--- src/rtl/hbc_cfg.svh ---
// Constants for the H-bridge control and chopper block
`ifndef HBC_CFG_SVH
`define HBC_CFG_SVH

// ----------------------------------------------------------------
// Clock and timing
// ----------------------------------------------------------------
`define HBC_CLK_PERIOD_NS   4
`define HBC_BLANK_TIME_NS   2000
`define HBC_OFF_TIME_US     25
`define HBC_OCP_DEGLITCH_NS 4500
// Least times round up to whole cycles
`define HBC_BLANK_CYCLES ((`HBC_BLANK_TIME_NS + `HBC_CLK_PERIOD_NS - 1) / `HBC_CLK_PERIOD_NS)
`define HBC_OFF_CYCLES   ((`HBC_OFF_TIME_US * 1000 + `HBC_CLK_PERIOD_NS - 1) / `HBC_CLK_PERIOD_NS)
`define HBC_OCP_CYCLES   ((`HBC_OCP_DEGLITCH_NS + `HBC_CLK_PERIOD_NS - 1) / `HBC_CLK_PERIOD_NS)

// ----------------------------------------------------------------
// Analog figures: amplifier gain, and overcurrent limit in millivolts
// ----------------------------------------------------------------
`define HBC_AMP_GAIN      20
`define HBC_OCP_LIMIT_MV  1000

// ----------------------------------------------------------------
// Controller register map
// ----------------------------------------------------------------
`define HBC_REG_CTRL      8'h00
`define HBC_REG_STATUS    8'h04
`define HBC_CTRL_RESET    32'h00000000
`define HBC_CTRL_AWAKE    0
`define HBC_CTRL_ENABLE   1
`define HBC_CTRL_DIR      2
`define HBC_CTRL_IN_A     3
`define HBC_CTRL_IN_B     4
`define HBC_CTRL_HALF     5
`define HBC_CTRL_PWM      6
`define HBC_ST_CHOP       0
`define HBC_ST_OCP        1
`define HBC_ST_REFUSED    2

`endif

--- src/rtl/hbc_pkg.sv ---
// Types shared by both ends of the H-bridge control link
package hbc_pkg;

	typedef enum logic [2:0] {
		HBC_CMD_SLEEP,
		HBC_CMD_COAST,
		HBC_CMD_BRAKE,
		HBC_CMD_FWD,
		HBC_CMD_REV
	} hbc_cmd_t;

	typedef enum logic [1:0] {
		HBC_ST_IDLE,
		HBC_ST_BLANK,
		HBC_ST_ARMED,
		HBC_ST_CHOPPING
	} hbc_state_t;

endpackage

--- src/rtl/hbc_link_if.sv ---
// Link between the motor controller and the bridge driver
`timescale 1ns/10ps

interface hbc_link_if;
	logic sleep_request_low;
	logic enable_input;
	logic direction_input;
	logic control_a_input;
	logic control_b_input;
	logic chop_flag_out;
	logic chop_flag_oe;
	logic chop_active_flag;
	logic overcurrent_flag;

	// Open-drain line with an external pull-up
	assign chop_active_flag = chop_flag_oe ? chop_flag_out : 1'b1;

	modport device (
		input  sleep_request_low,
		input  enable_input,
		input  direction_input,
		input  control_a_input,
		input  control_b_input,
		input  chop_active_flag,
		output chop_flag_out,
		output chop_flag_oe,
		output overcurrent_flag
	);

	modport controller (
		output sleep_request_low,
		output enable_input,
		output direction_input,
		output control_a_input,
		output control_b_input,
		input  chop_active_flag,
		input  overcurrent_flag
	);
endinterface

--- src/rtl/hbc_device.sv ---
// Bridge driver end: input decode, current chopping and overcurrent flag
// Operation
// - Sleep low: bridge high-Z, regulators off
// - Enable low: both outputs low brake
// - Enable high, direction low: reverse drive
// - Enable high, direction high: forward drive
// - PWM inputs both low: coast, regulators on
// - PWM A low, B high: reverse
// - PWM A high, B low: forward
// - PWM both high: low-side brake
// - Half-bridge enable/direction: controller holds direction low
// - Half-bridge: never enable and direction high
// - Half-bridge PWM: A high, B low forbidden
// - Chop threshold reached: brake for off-time
// - Ignore sense during blanking after enable
// - Compare twenty times shunt voltage with reference
// - Reference high, sense grounded: never chop
// - Shunt voltage above one volt: overcurrent
// - Both sense inputs grounded: regulation disabled
// - Chop off-time is twenty-five microseconds
// - Chop flag low only during internal chopping
// - Overcurrent must persist deglitch time first
//
// The register addresses and register access over AHB-Lite were decided locally.
`timescale 1ns/10ps
`include "hbc_cfg.svh"

module hbc_device #(
	parameter int SENSE_W     = 12,
	parameter int CNT_W       = 16,
	parameter int OFF_CYCLES  = `HBC_OFF_CYCLES,
	parameter int BLANK_CYCLES = `HBC_BLANK_CYCLES,
	parameter int OCP_CYCLES  = `HBC_OCP_CYCLES
) (
	input  wire logic                 hclk,
	input  wire logic                 hresetn,
	input  wire logic                 clk_en,
	input  wire logic                 variant_pwm_strap,
	input  wire logic [SENSE_W-1:0]   sense_pos,
	input  wire logic [SENSE_W-1:0]   sense_neg,
	input  wire logic [SENSE_W+4:0]   vref_mv,
	hbc_link_if.device                link,
	output logic                      high_gate_a,
	output logic                      low_gate_a,
	output logic                      high_gate_b,
	output logic                      low_gate_b,
	output logic                      analog_ldo_rail,
	output logic                      digital_ldo_rail
);
	import hbc_pkg::*;

	localparam int AMP_W = SENSE_W + 5;

	// ----------------------------------------------------------------
	// Helpers
	// ----------------------------------------------------------------
	function automatic hbc_cmd_t decode_inputs(
		input logic pwm,
		input logic awake,
		input logic en,
		input logic dir,
		input logic in_a,
		input logic in_b
	);
		hbc_cmd_t c;
		c = HBC_CMD_SLEEP;
		if (!awake) begin
			c = HBC_CMD_SLEEP;
		end else if (pwm) begin
			unique case ({in_a, in_b})
				2'b00: c = HBC_CMD_COAST;
				2'b01: c = HBC_CMD_REV;
				2'b10: c = HBC_CMD_FWD;
				2'b11: c = HBC_CMD_BRAKE;
			endcase
		end else begin
			if (!en) begin
				c = HBC_CMD_BRAKE;
			end else if (dir) begin
				c = HBC_CMD_FWD;
			end else begin
				c = HBC_CMD_REV;
			end
		end
		return c;
	endfunction

	function automatic logic [3:0] gate_pattern(input hbc_cmd_t c);
		logic [3:0] g;
		g = 4'h0;
		// Order: high A, low A, high B, low B
		unique case (c)
			HBC_CMD_SLEEP: g = 4'b0000;
			HBC_CMD_COAST: g = 4'b0000;
			HBC_CMD_BRAKE: g = 4'b0101;
			HBC_CMD_FWD:   g = 4'b1001;
			HBC_CMD_REV:   g = 4'b0110;
		endcase
		return g;
	endfunction

	// ----------------------------------------------------------------
	// Variant strap: three-stage capture after reset release
	// ----------------------------------------------------------------
	logic [2:0] strap_sync;
	logic       strap_done;
	logic       variant_pwm;
	logic [2:0] next_strap_sync;
	logic       next_strap_done;
	logic       next_variant_pwm;

	always_comb begin
		next_strap_sync  = {strap_sync[1:0], variant_pwm_strap};
		next_strap_done  = strap_done;
		next_variant_pwm = variant_pwm;
		// Reset pattern keeps stages two and three apart until the pin arrives
		if (!strap_done && (strap_sync[1] == strap_sync[2])) begin
			next_strap_done  = 1'b1;
			next_variant_pwm = strap_sync[2];
		end
	end

	always_ff @(posedge hclk or negedge hresetn) begin
		if (!hresetn) begin
			strap_sync  <= 3'h2;
			strap_done  <= 1'b0;
			variant_pwm <= 1'b0;
		end else if (clk_en) begin
			strap_sync  <= next_strap_sync;
			strap_done  <= next_strap_done;
			variant_pwm <= next_variant_pwm;
		end
	end

	// ----------------------------------------------------------------
	// Sense evaluation
	// ----------------------------------------------------------------
	logic [AMP_W-1:0] shunt_mv;
	logic [AMP_W-1:0] amp_mv;
	logic             reg_disabled;
	logic             chop_trip;
	logic             ocp_raw;

	always_comb begin
		shunt_mv = '0;
		if (sense_pos > sense_neg) begin
			shunt_mv = AMP_W'(sense_pos - sense_neg);
		end
		amp_mv = AMP_W'(shunt_mv * AMP_W'(`HBC_AMP_GAIN));
		reg_disabled = (sense_pos == '0) && (sense_neg == '0);
		// tied-off inputs never reach the trip
		chop_trip = !reg_disabled && (amp_mv >= vref_mv);
		// above one volt across the shunt
		ocp_raw = shunt_mv > AMP_W'(`HBC_OCP_LIMIT_MV);
	end

	// ----------------------------------------------------------------
	// Overcurrent deglitch
	// ----------------------------------------------------------------
	logic [CNT_W-1:0] ocp_cnt;
	logic             ocp_flag;
	logic [CNT_W-1:0] next_ocp_cnt;
	logic             next_ocp_flag;

	always_comb begin
		next_ocp_cnt  = '0;
		next_ocp_flag = 1'b0;
		// condition must hold the whole deglitch time
		if (ocp_raw) begin
			next_ocp_cnt  = ocp_cnt;
			next_ocp_flag = ocp_flag;
			if (ocp_cnt == CNT_W'(OCP_CYCLES - 1)) begin
				next_ocp_flag = 1'b1;
			end else begin
				next_ocp_cnt = ocp_cnt + 1'b1;
			end
		end
	end

	always_ff @(posedge hclk or negedge hresetn) begin
		if (!hresetn) begin
			ocp_cnt  <= '0;
			ocp_flag <= 1'b0;
		end else if (clk_en) begin
			ocp_cnt  <= next_ocp_cnt;
			ocp_flag <= next_ocp_flag;
		end
	end

	// ----------------------------------------------------------------
	// Chopper sequencing
	// ----------------------------------------------------------------
	hbc_cmd_t         cmd;
	hbc_cmd_t         last_cmd;
	hbc_state_t       state;
	logic [CNT_W-1:0] tmr;
	hbc_state_t       next_state;
	logic [CNT_W-1:0] next_tmr;
	logic [3:0]       next_gates;
	logic             drive_cmd;

	always_comb begin
		cmd = decode_inputs(variant_pwm, link.sleep_request_low, link.enable_input,
			link.direction_input, link.control_a_input, link.control_b_input);
		drive_cmd  = (cmd == HBC_CMD_FWD) || (cmd == HBC_CMD_REV);
		next_state = state;
		next_tmr   = tmr;
		if (!drive_cmd) begin
			next_state = HBC_ST_IDLE;
			next_tmr   = '0;
		end else if (state == HBC_ST_IDLE || cmd != last_cmd) begin
			// new drive starts with sense ignored
			next_state = HBC_ST_BLANK;
			next_tmr   = '0;
		end else begin
			unique case (state)
				HBC_ST_BLANK: begin
					if (tmr == CNT_W'(BLANK_CYCLES - 1)) begin
						next_state = HBC_ST_ARMED;
						next_tmr   = '0;
					end else begin
						next_tmr = tmr + 1'b1;
					end
				end
				HBC_ST_ARMED: begin
					if (chop_trip) begin
						next_state = HBC_ST_CHOPPING;
						next_tmr   = '0;
					end
				end
				HBC_ST_CHOPPING: begin
					if (tmr == CNT_W'(OFF_CYCLES - 1)) begin
						// resume drive through a fresh blanking
						next_state = HBC_ST_BLANK;
						next_tmr   = '0;
					end else begin
						next_tmr = tmr + 1'b1;
					end
				end
				HBC_ST_IDLE: next_state = HBC_ST_BLANK;
			endcase
		end
		next_gates = gate_pattern(cmd);
		if (next_state == HBC_ST_CHOPPING) begin
			next_gates = gate_pattern(HBC_CMD_BRAKE);
		end
		// Overcurrent releases every gate, the safest state without retry logic
		if (next_ocp_flag) begin
			next_gates = 4'b0000;
		end
	end

	always_ff @(posedge hclk or negedge hresetn) begin
		if (!hresetn) begin
			state    <= HBC_ST_IDLE;
			tmr      <= '0;
			last_cmd <= HBC_CMD_SLEEP;
		end else if (clk_en) begin
			state    <= next_state;
			tmr      <= next_tmr;
			last_cmd <= cmd;
		end
	end

	// ----------------------------------------------------------------
	// Registered outputs
	// ----------------------------------------------------------------
	always_ff @(posedge hclk or negedge hresetn) begin
		if (!hresetn) begin
			{high_gate_a, low_gate_a, high_gate_b, low_gate_b} <= 4'h0;
			analog_ldo_rail   <= 1'b0;
			digital_ldo_rail  <= 1'b0;
			link.chop_flag_out <= 1'b0;
			link.chop_flag_oe <= 1'b0;
			link.overcurrent_flag <= 1'b0;
		end else if (clk_en) begin
			{high_gate_a, low_gate_a, high_gate_b, low_gate_b} <= next_gates;
			analog_ldo_rail   <= link.sleep_request_low;
			digital_ldo_rail  <= link.sleep_request_low;
			link.chop_flag_out <= 1'b0;
			// pulled low only in chop braking
			link.chop_flag_oe <= (next_state == HBC_ST_CHOPPING) && !next_ocp_flag;
			link.overcurrent_flag <= next_ocp_flag;
		end
	end

endmodule

--- src/flat_wrapper.sv ---
// flat-port wrapper written by rule: the top's interface ports become plain ports
module hbc_device_flat import hbc_pkg::*;
#(
	parameter int SENSE_W     = 12,
	parameter int CNT_W       = 16,
	parameter int OFF_CYCLES  = `HBC_OFF_CYCLES,
	parameter int BLANK_CYCLES = `HBC_BLANK_CYCLES,
	parameter int OCP_CYCLES  = `HBC_OCP_CYCLES
)
  (hclk, hresetn, clk_en, variant_pwm_strap, sense_pos, sense_neg, vref_mv, high_gate_a, low_gate_a, high_gate_b, low_gate_b, analog_ldo_rail, digital_ldo_rail, link_sleep_request_low, link_enable_input, link_direction_input, link_control_a_input, link_control_b_input, link_chop_flag_out, link_chop_flag_oe, link_overcurrent_flag);
  hbc_link_if link_i ();
  input  wire logic hclk;
  input  wire logic hresetn;
  input  wire logic clk_en;
  input  wire logic variant_pwm_strap;
  input  wire logic [SENSE_W-1:0] sense_pos;
  input  wire logic [SENSE_W-1:0] sense_neg;
  input  wire logic [SENSE_W+4:0] vref_mv;
  output logic high_gate_a;
  output logic low_gate_a;
  output logic high_gate_b;
  output logic low_gate_b;
  output logic analog_ldo_rail;
  output logic digital_ldo_rail;
  input wire logic [$bits(link_i.sleep_request_low)-1:0] link_sleep_request_low;
  input wire logic [$bits(link_i.enable_input)-1:0] link_enable_input;
  input wire logic [$bits(link_i.direction_input)-1:0] link_direction_input;
  input wire logic [$bits(link_i.control_a_input)-1:0] link_control_a_input;
  input wire logic [$bits(link_i.control_b_input)-1:0] link_control_b_input;
  output wire logic [$bits(link_i.chop_flag_out)-1:0] link_chop_flag_out;
  output wire logic [$bits(link_i.chop_flag_oe)-1:0] link_chop_flag_oe;
  output wire logic [$bits(link_i.overcurrent_flag)-1:0] link_overcurrent_flag;
  assign link_i.sleep_request_low = link_sleep_request_low;
  assign link_i.enable_input = link_enable_input;
  assign link_i.direction_input = link_direction_input;
  assign link_i.control_a_input = link_control_a_input;
  assign link_i.control_b_input = link_control_b_input;
  assign link_chop_flag_out = link_i.chop_flag_out;
  assign link_chop_flag_oe = link_i.chop_flag_oe;
  assign link_overcurrent_flag = link_i.overcurrent_flag;
  hbc_device #(.SENSE_W(SENSE_W), .CNT_W(CNT_W), .OFF_CYCLES(OFF_CYCLES), .BLANK_CYCLES(BLANK_CYCLES), .OCP_CYCLES(OCP_CYCLES)) u_core (.hclk(hclk), .hresetn(hresetn), .clk_en(clk_en), .variant_pwm_strap(variant_pwm_strap), .sense_pos(sense_pos), .sense_neg(sense_neg), .vref_mv(vref_mv), .link(link_i), .high_gate_a(high_gate_a), .low_gate_a(low_gate_a), .high_gate_b(high_gate_b), .low_gate_b(low_gate_b), .analog_ldo_rail(analog_ldo_rail), .digital_ldo_rail(digital_ldo_rail));
endmodule
--- config.mk ---
export PLATFORM = sky130hd
export DESIGN_NAME = hbc_device_flat
export DESIGN_NICKNAME = d
export VERILOG_FILES = /design/src/rtl/hbc_pkg.sv /design/src/rtl/hbc_link_if.sv /design/src/rtl/hbc_device.sv /design/src/flat_wrapper.sv
export VERILOG_INCLUDE_DIRS = /design/src /design/src/rtl
export SDC_FILE = /design/constraint.sdc
export NUM_CORES = 1
export LEC_CHECK = 0
export ABC_AREA = 0
export ABC_CLOCK_PERIOD_IN_PS = 6150
export CORE_ASPECT_RATIO = 1.4
export CORE_MARGIN = 4
export CORE_UTILIZATION = 30
export DETAILED_ROUTE_END_ITERATION = 10
export DONT_BUFFER_PORTS = 1
export PLACE_DENSITY = 0.46
export SETUP_SLACK_MARGIN = 0.02
export SLEW_MARGIN = 25
export SYNTH_ARGS = -nofsm -noshare
export SYNTH_HDL_FRONTEND = slang
export SYNTH_SLANG_ARGS = --single-unit
--- constraint.sdc ---
create_clock -name hclk -period 6.15 [get_ports hclk]
set_input_delay 0.3075 -clock hclk [delete_from_list [all_inputs] [get_ports hclk]]
set_output_delay 0.3075 -clock hclk [all_outputs]
set_load 0.005 [all_outputs]
# [Yosys cells after proc, flatten, opt, wreduce, memory -nomap -nowiden]
# Cells that the tools add are included.
[word_totals] input_bits=50 reg_bits=49 out_inout_bits=9
[classes] n_addsub=3 eq_ne=19 mul=1 n_reduce_logical=18 muxes=25 order_cmp=3
[ops] cell="$mux W16" count=7
[ops] cell="$pmux W16 S3" count=1
[ops] cell="$add A16 B1 Y16 const B" count=2
[ops] cell="$logic_not A12 Y1" count=2
[ops] cell="$ge A17 B17 Y1" count=1
[ops] cell="$gt A17 B10 Y1 const B" count=1
[ops] cell="$mul A17 B3 Y15 const B" count=1
[ops] cell="$mux W17" count=1
[ops] cell="$eq A16 B11 Y1 const B" count=1
[ops] cell="$eq A16 B13 Y1 const B" count=1
[ops] cell="$eq A16 B9 Y1 const B" count=1
[ops] cell="$pmux W4 S4" count=1
[ops] cell="$sub A12 B12 Y13" count=1
[ops] cell="$gt A12 B12 Y1" count=1
[ops] cell="$mux W3" count=4
[ops] cell="$pmux W3 S4" count=1
[ops] cell="$eq A2 B2 Y1 const B" count=5
[ops] cell="$mux W2" count=5
[ops] cell="$mux W4" count=2
[ops] cell="$pmux W2 S4" count=1
[ops] cell="$eq A3 B2 Y1 const B" count=2
[ops] cell="$ne A5 B5 Y1 const B" count=1
[ops] cell="$eq A2 B1 Y1 const B" count=2
[ops] cell="$logic_and A1 B1 Y1" count=4
[ops] cell="14 further kinds" count=20

# [Longest topological paths before layout]
[depth] word_depth=12 depth_mapped=30 depth_no_buf=26

# [Worst setup path before layout]
# Ideal clock, no wire load.
[synth_path] path_kind="input-to-reg" from="in sense_neg[5]" to="reg u_core.tmr[10]" required_time_ns=6.055 cell_stages=30 arrival_time_ns=5.915 slack_ns=0.140 path_cell_list="inv_1 > ha_1 > clkbuf_1 > nand3_1 > nor4_1 > a21oi_1 > o21ai_1 > clkbuf_1 > nor2_1 > ha_1 > ha_1 > inv_1 > fa_1 > nor2b_1 > o21ai_0 > a21boi_0 > o21ai_0 > a21oi_1 > o21ai_0 > or4b_2 > o311ai_0 > ha_1 > o2111ai_1 > a211o_1 > a21oi_1 > o221ai_2 > or2_1 > buf_2 > buf_4 > o31ai_1"
[synth_between] elab_chain_len=7
[synth_lines] element="start: declaration" line="flat_wrapper.sv:17" rtl="input wire logic [SENSE_W-1:0] sense_neg;"
[synth_lines] element="$sub A12 B12 Y13 or $gt A12 B12 Y1 (tied branches)" line="hbc_device.sv:147, hbc_device.sv:146"
[synth_lines] element="$mux W17" line="hbc_device.sv:146" rtl="if (sense_pos > sense_neg) begin"
[synth_lines] element="$mul A17 B3 Y15" line="hbc_device.sv:149" rtl="amp_mv = AMP_W'(shunt_mv * AMP_W'(`HBC_AMP_GAIN));"
[synth_lines] element="$ge A17 B17 Y1" line="hbc_device.sv:152" rtl="chop_trip = !reg_disabled && (amp_mv >= vref_mv);"
[synth_lines] element="$logic_and A1 B1 Y1 (*)" line="hbc_device.sv:152"
[synth_lines] element="$ne A4 B3 Y1 (no line) (*)"
[synth_lines] element="$reduce_and A3 Y1 (no line) (*)"
[synth_lines] element="end signal: assignment" line="hbc_device.sv:260" rtl="tmr <= next_tmr;"
[synth_lines] element="end: declaration" line="hbc_device.sv:196" rtl="logic [CNT_W-1:0] tmr;"
# Every way passes the cells marked *; elsewhere a longest branch is shown, timed or not.
# A chain may end at the register's enable or synchronous reset.

# [Worst setup path in the final report]
[layout_path] from="in sense_neg[2]" to="reg u_core.tmr[6]"
# Same word-level chain as after synthesis.

==> results.cfg <==
[logic_synthesis]
synth_edf_count = 0
synth_area_mm2 = 0.00469
synth.net_count = 672
async_flop_share = 1.00
ys_ff_latch = 49
ys_warn_count = 0
ys.flop_type = dfrtp_1
ys_seq_area_frac = 0.262
syn_inst = 565
synth_cell_types = 68
syn_area_per_cell_um2 = 8.30

[sta]
hold_viol = 0
fmax_mhz = 174
setup_viol = 0
grt_setup_unrepaired = false
drv_slew = 0
relSlewSlack = 0.439
fin_skew_ns = 0.00447
finalCriticalPeriod_ns = 5.75
timing.final.crit_share = 0.936
finalSetupTns_ns = 0
setup_ws_ns = 0.396
holdWs_ns = 0.143
tightest_slew_ns = 0.835

[place]
dpl-instance-area_mm2 = 0.00493
dp_slack_ns = 0.0349
hpwl_um = 9720
gp_congestion = 0.829
io_buffers = 0

[final_layout]
fillers = 1577
seq_area_mm2 = 0.00123
area_growth_pct = 9.29
final_nets = 675
finalInstanceArea_mm2 = 0.00512
drive_above_1_share = 0.0826
multiInputGateArea_mm2 = 0.00317
num_antenna_cells = 0

[critical_path]
cp-start-kind = primary input
end_kind = flop
worst-path-max-fanout = 18
crit_type = primary input to flop
arrival_ns = 5.96
crit_required_ns = 6.35

[power_and_ir_drop]
vdd_drop_max_mv = 0.124
p_total_w = 0.00102
power_density_mw_per_mm2 = 198
leakagePower_nw = 2.39

[global_route]
grt_max_degree = 50
grt_pass1_wl_um = 19500
overflow = 0
gr-usage-all-layers = 0.135
antenna_found_initial = 0
first_global_vias = 4057

[detailed_routing]
drt_wl_total_um = 12000
routed-via-count = 4026
ant_nets = 0
vias_per_cell = 5.29
wl_per_cell_um = 15.7
drtIter0Drc = 220
dr.pass1.iters = 4
route.detailed.drc = 0

[floorplan]
start_util = 0.309
rows = 53
die_area_mm2 = 0.0177
die_h_um = 156
io_pins = 59
fp.dieW_um = 114
core_area_mm2 = 0.0152

[clocking]
tritoncts = done
cts_buffer_depth = 2
clockRootBuffer = clkbuf_16
cts-htree-levels = 2
clock_latency_ns = 0.29
cts-buffers-inserted = 5
cts_sinks = 49
path_clk_slew_ns = 0.07

[min_path]
min_path_type = primary input to flop

[run_status]
status = finished, final reports clean

[run]
cap_viol_max_count = 0
## metal layers
layer	up-vias	GRT usage	share of wire
li1	2024	-	-
met1	1917	0.152	0.41
met2	74	0.263	0.55
met3	11	0.0132	0.030
met4	0	0.0407	0.016
met5	-	0	0
## area by class of cell
type,instances,share of cell area
flip-flops and latches,49,0.240
repair buffers,15,0.0264
well taps,192,0.0469
inverters,56,0.0410
clock buffers,5,0.0244
multi-input cells,441,0.618
clock inverters,3,0.00342
## path summary, 6_finish.rpt
kind                                 from                    to  slack, ns  cells past startpoint
max                          sense_neg[2]         u_core.tmr[6]       0.40                     24
min                                clk_en       u_core.state[1]       0.14                      1
max reg2reg                 u_core.tmr[9]        u_core.tmr[10]       3.00                      7
min reg2reg                u_core.tmr[15]        u_core.tmr[15]       0.49                      1
max in group asynchronous         hresetn  u_core.strap_sync[1]       5.37                      2
min in group asynchronous         hresetn  u_core.strap_sync[2]       0.52                      2
## synthesized netlist by cell type, types with 3 or more instances
cell type / number / area share
o21ai_0: 22 / 0.023
o211ai_1: 4 / 0.0064
o31ai_1: 12 / 0.019
or4_1: 3 / 0.0048
and3_1: 10 / 0.013
ha_1: 55 / 0.15
and4_1: 4 / 0.0075
nand2_1: 34 / 0.027
a21oi_1: 20 / 0.021
o2bb2ai_1: 5 / 0.0093
nor3b_1: 4 / 0.0064
nor2b_1: 8 / 0.011
a211o_1: 4 / 0.0075
buf_4: 4 / 0.0064
nand3b_1: 3 / 0.0048
nor3_1: 13 / 0.014
o21a_1: 3 / 0.0048
mux2_2: 5 / 0.012
a21o_1: 12 / 0.019
a31oi_1: 7 / 0.0093
clkbuf_1: 10 / 0.0080
o2111ai_1: 3 / 0.0056
nor4_1: 12 / 0.016
inv_1: 56 / 0.045
and3b_1: 3 / 0.0056
o21ai_1: 15 / 0.016
or3_1: 4 / 0.0053
buf_2: 5 / 0.0053
dfrtp_1: 48 / 0.26
or2_2: 3 / 0.0040
nand2b_1: 6 / 0.0080
nor2_1: 51 / 0.041
and2_1: 5 / 0.0067
a211oi_1: 3 / 0.0048
xor2_1: 17 / 0.032
xnor2_1: 20 / 0.037
nand4_1: 7 / 0.0093
nand3_1: 25 / 0.027
## registers in the layout, summed over array words and instances (netlist names)
name                          cells
u_core.ocp_cnt                   16
u_core.tmr                       16
u_core.last_cmd                   3
u_core.strap_sync                 3
u_core.state                      2
u_core.analog_ldo_rail            1
u_core.high_gate_a                1
u_core.high_gate_b                1
u_core.link.chop_flag_oe          1
u_core.link.overcurrent_flag      1
u_core.low_gate_a                 1
u_core.low_gate_b                 1
u_core.strap_done                 1
u_core.variant_pwm                1
## logic make-up (layout without fill, tap and decap cells)
logic type	Yosys count	count (layout)	share of synthesized area
AND/OR/NAND/NOR	204	204	0.233
flip-flops	49	49	0.262
buffers and inverters	75	79	0.0646
AO/OA/AOI/OAI	136	136	0.201
XOR/XNOR	37	37	0.0691
other	1	1	0.000800
adder cells (fa/ha/maj)	57	57	0.155
multiplexers	6	6	0.0141
## what timing repair did
action | in CTS | in global routing
hold endpoints to repair | 49 | 0
hold buffers | 2 | 0
resized for setup | 0 | 3
buffers inserted | 0 | 0
endpoints found under the setup margin | 0 | 4
## placed cells by master (no fill, tap or decap), types with 4 or more instances in the layout
cell type	n
nand2b_1	6
nor3_1	13
nor4_1	11
nor3b_1	4
and4_1	4
buf_4	13
nand2_1	34
nand3_1	25
and3_1	10
xnor2_1	20
inv_1	56
xor2_1	17
a31oi_1	7
and2_1	5
nor2b_1	8
nand4_1	7
or3_1	4
clkbuf_16	5
o21ai_1	15
mux2_2	5
a211o_1	4
dfrtp_1	48
a21o_1	12
o2bb2ai_1	5
o21ai_0	22
nor2_1	51
or2_2	4
ha_1	55
o211ai_1	4
a21oi_1	19
o31ai_1	12
## critical path, stage by stage
cell,delay (ns)
inv_1,0.02
ha_1,0.34
nand3_1,0.17
nor4_2,0.06
a21oi_1,0.37
o21ai_1,0.17
buf_4,0.23
or3_1,0.42
inv_1,0.10
ha_1,0.23
ha_1,0.35
and2_1,0.18
or2_2,0.28
o21ai_0,0.18
or4b_2,0.59
o311ai_0,0.13
ha_1,0.19
o2111ai_1,0.10
a211o_1,0.28
a21oi_1,0.26
o221ai_2,0.15
buf_4,0.21
or4_1,0.52
o211ai_1,0.09
## through the flow
step / util / std cells
floorplan: - / 565
global placement: 0.325 / 751
detailed placement: 0.325 / 751
CTS: 0.337 / 761
global route: 0.337 / 761
finish: 0.337 / 761
## power by group
part | switching, W | leakage [nW] | internal (W) | total, W
Combinational | 0.000214 | 1.66 | 0.000164 | 0.000378
Clock | 0.000120 | 0.0696 | 0.000149 | 0.000270
Sequential | 0.0000242 | 0.656 | 0.000344 | 0.000368
Total | 0.000358 | 2.39 | 0.000657 | 0.00102
No activity file was read; power rests on OpenSTA's default activity.
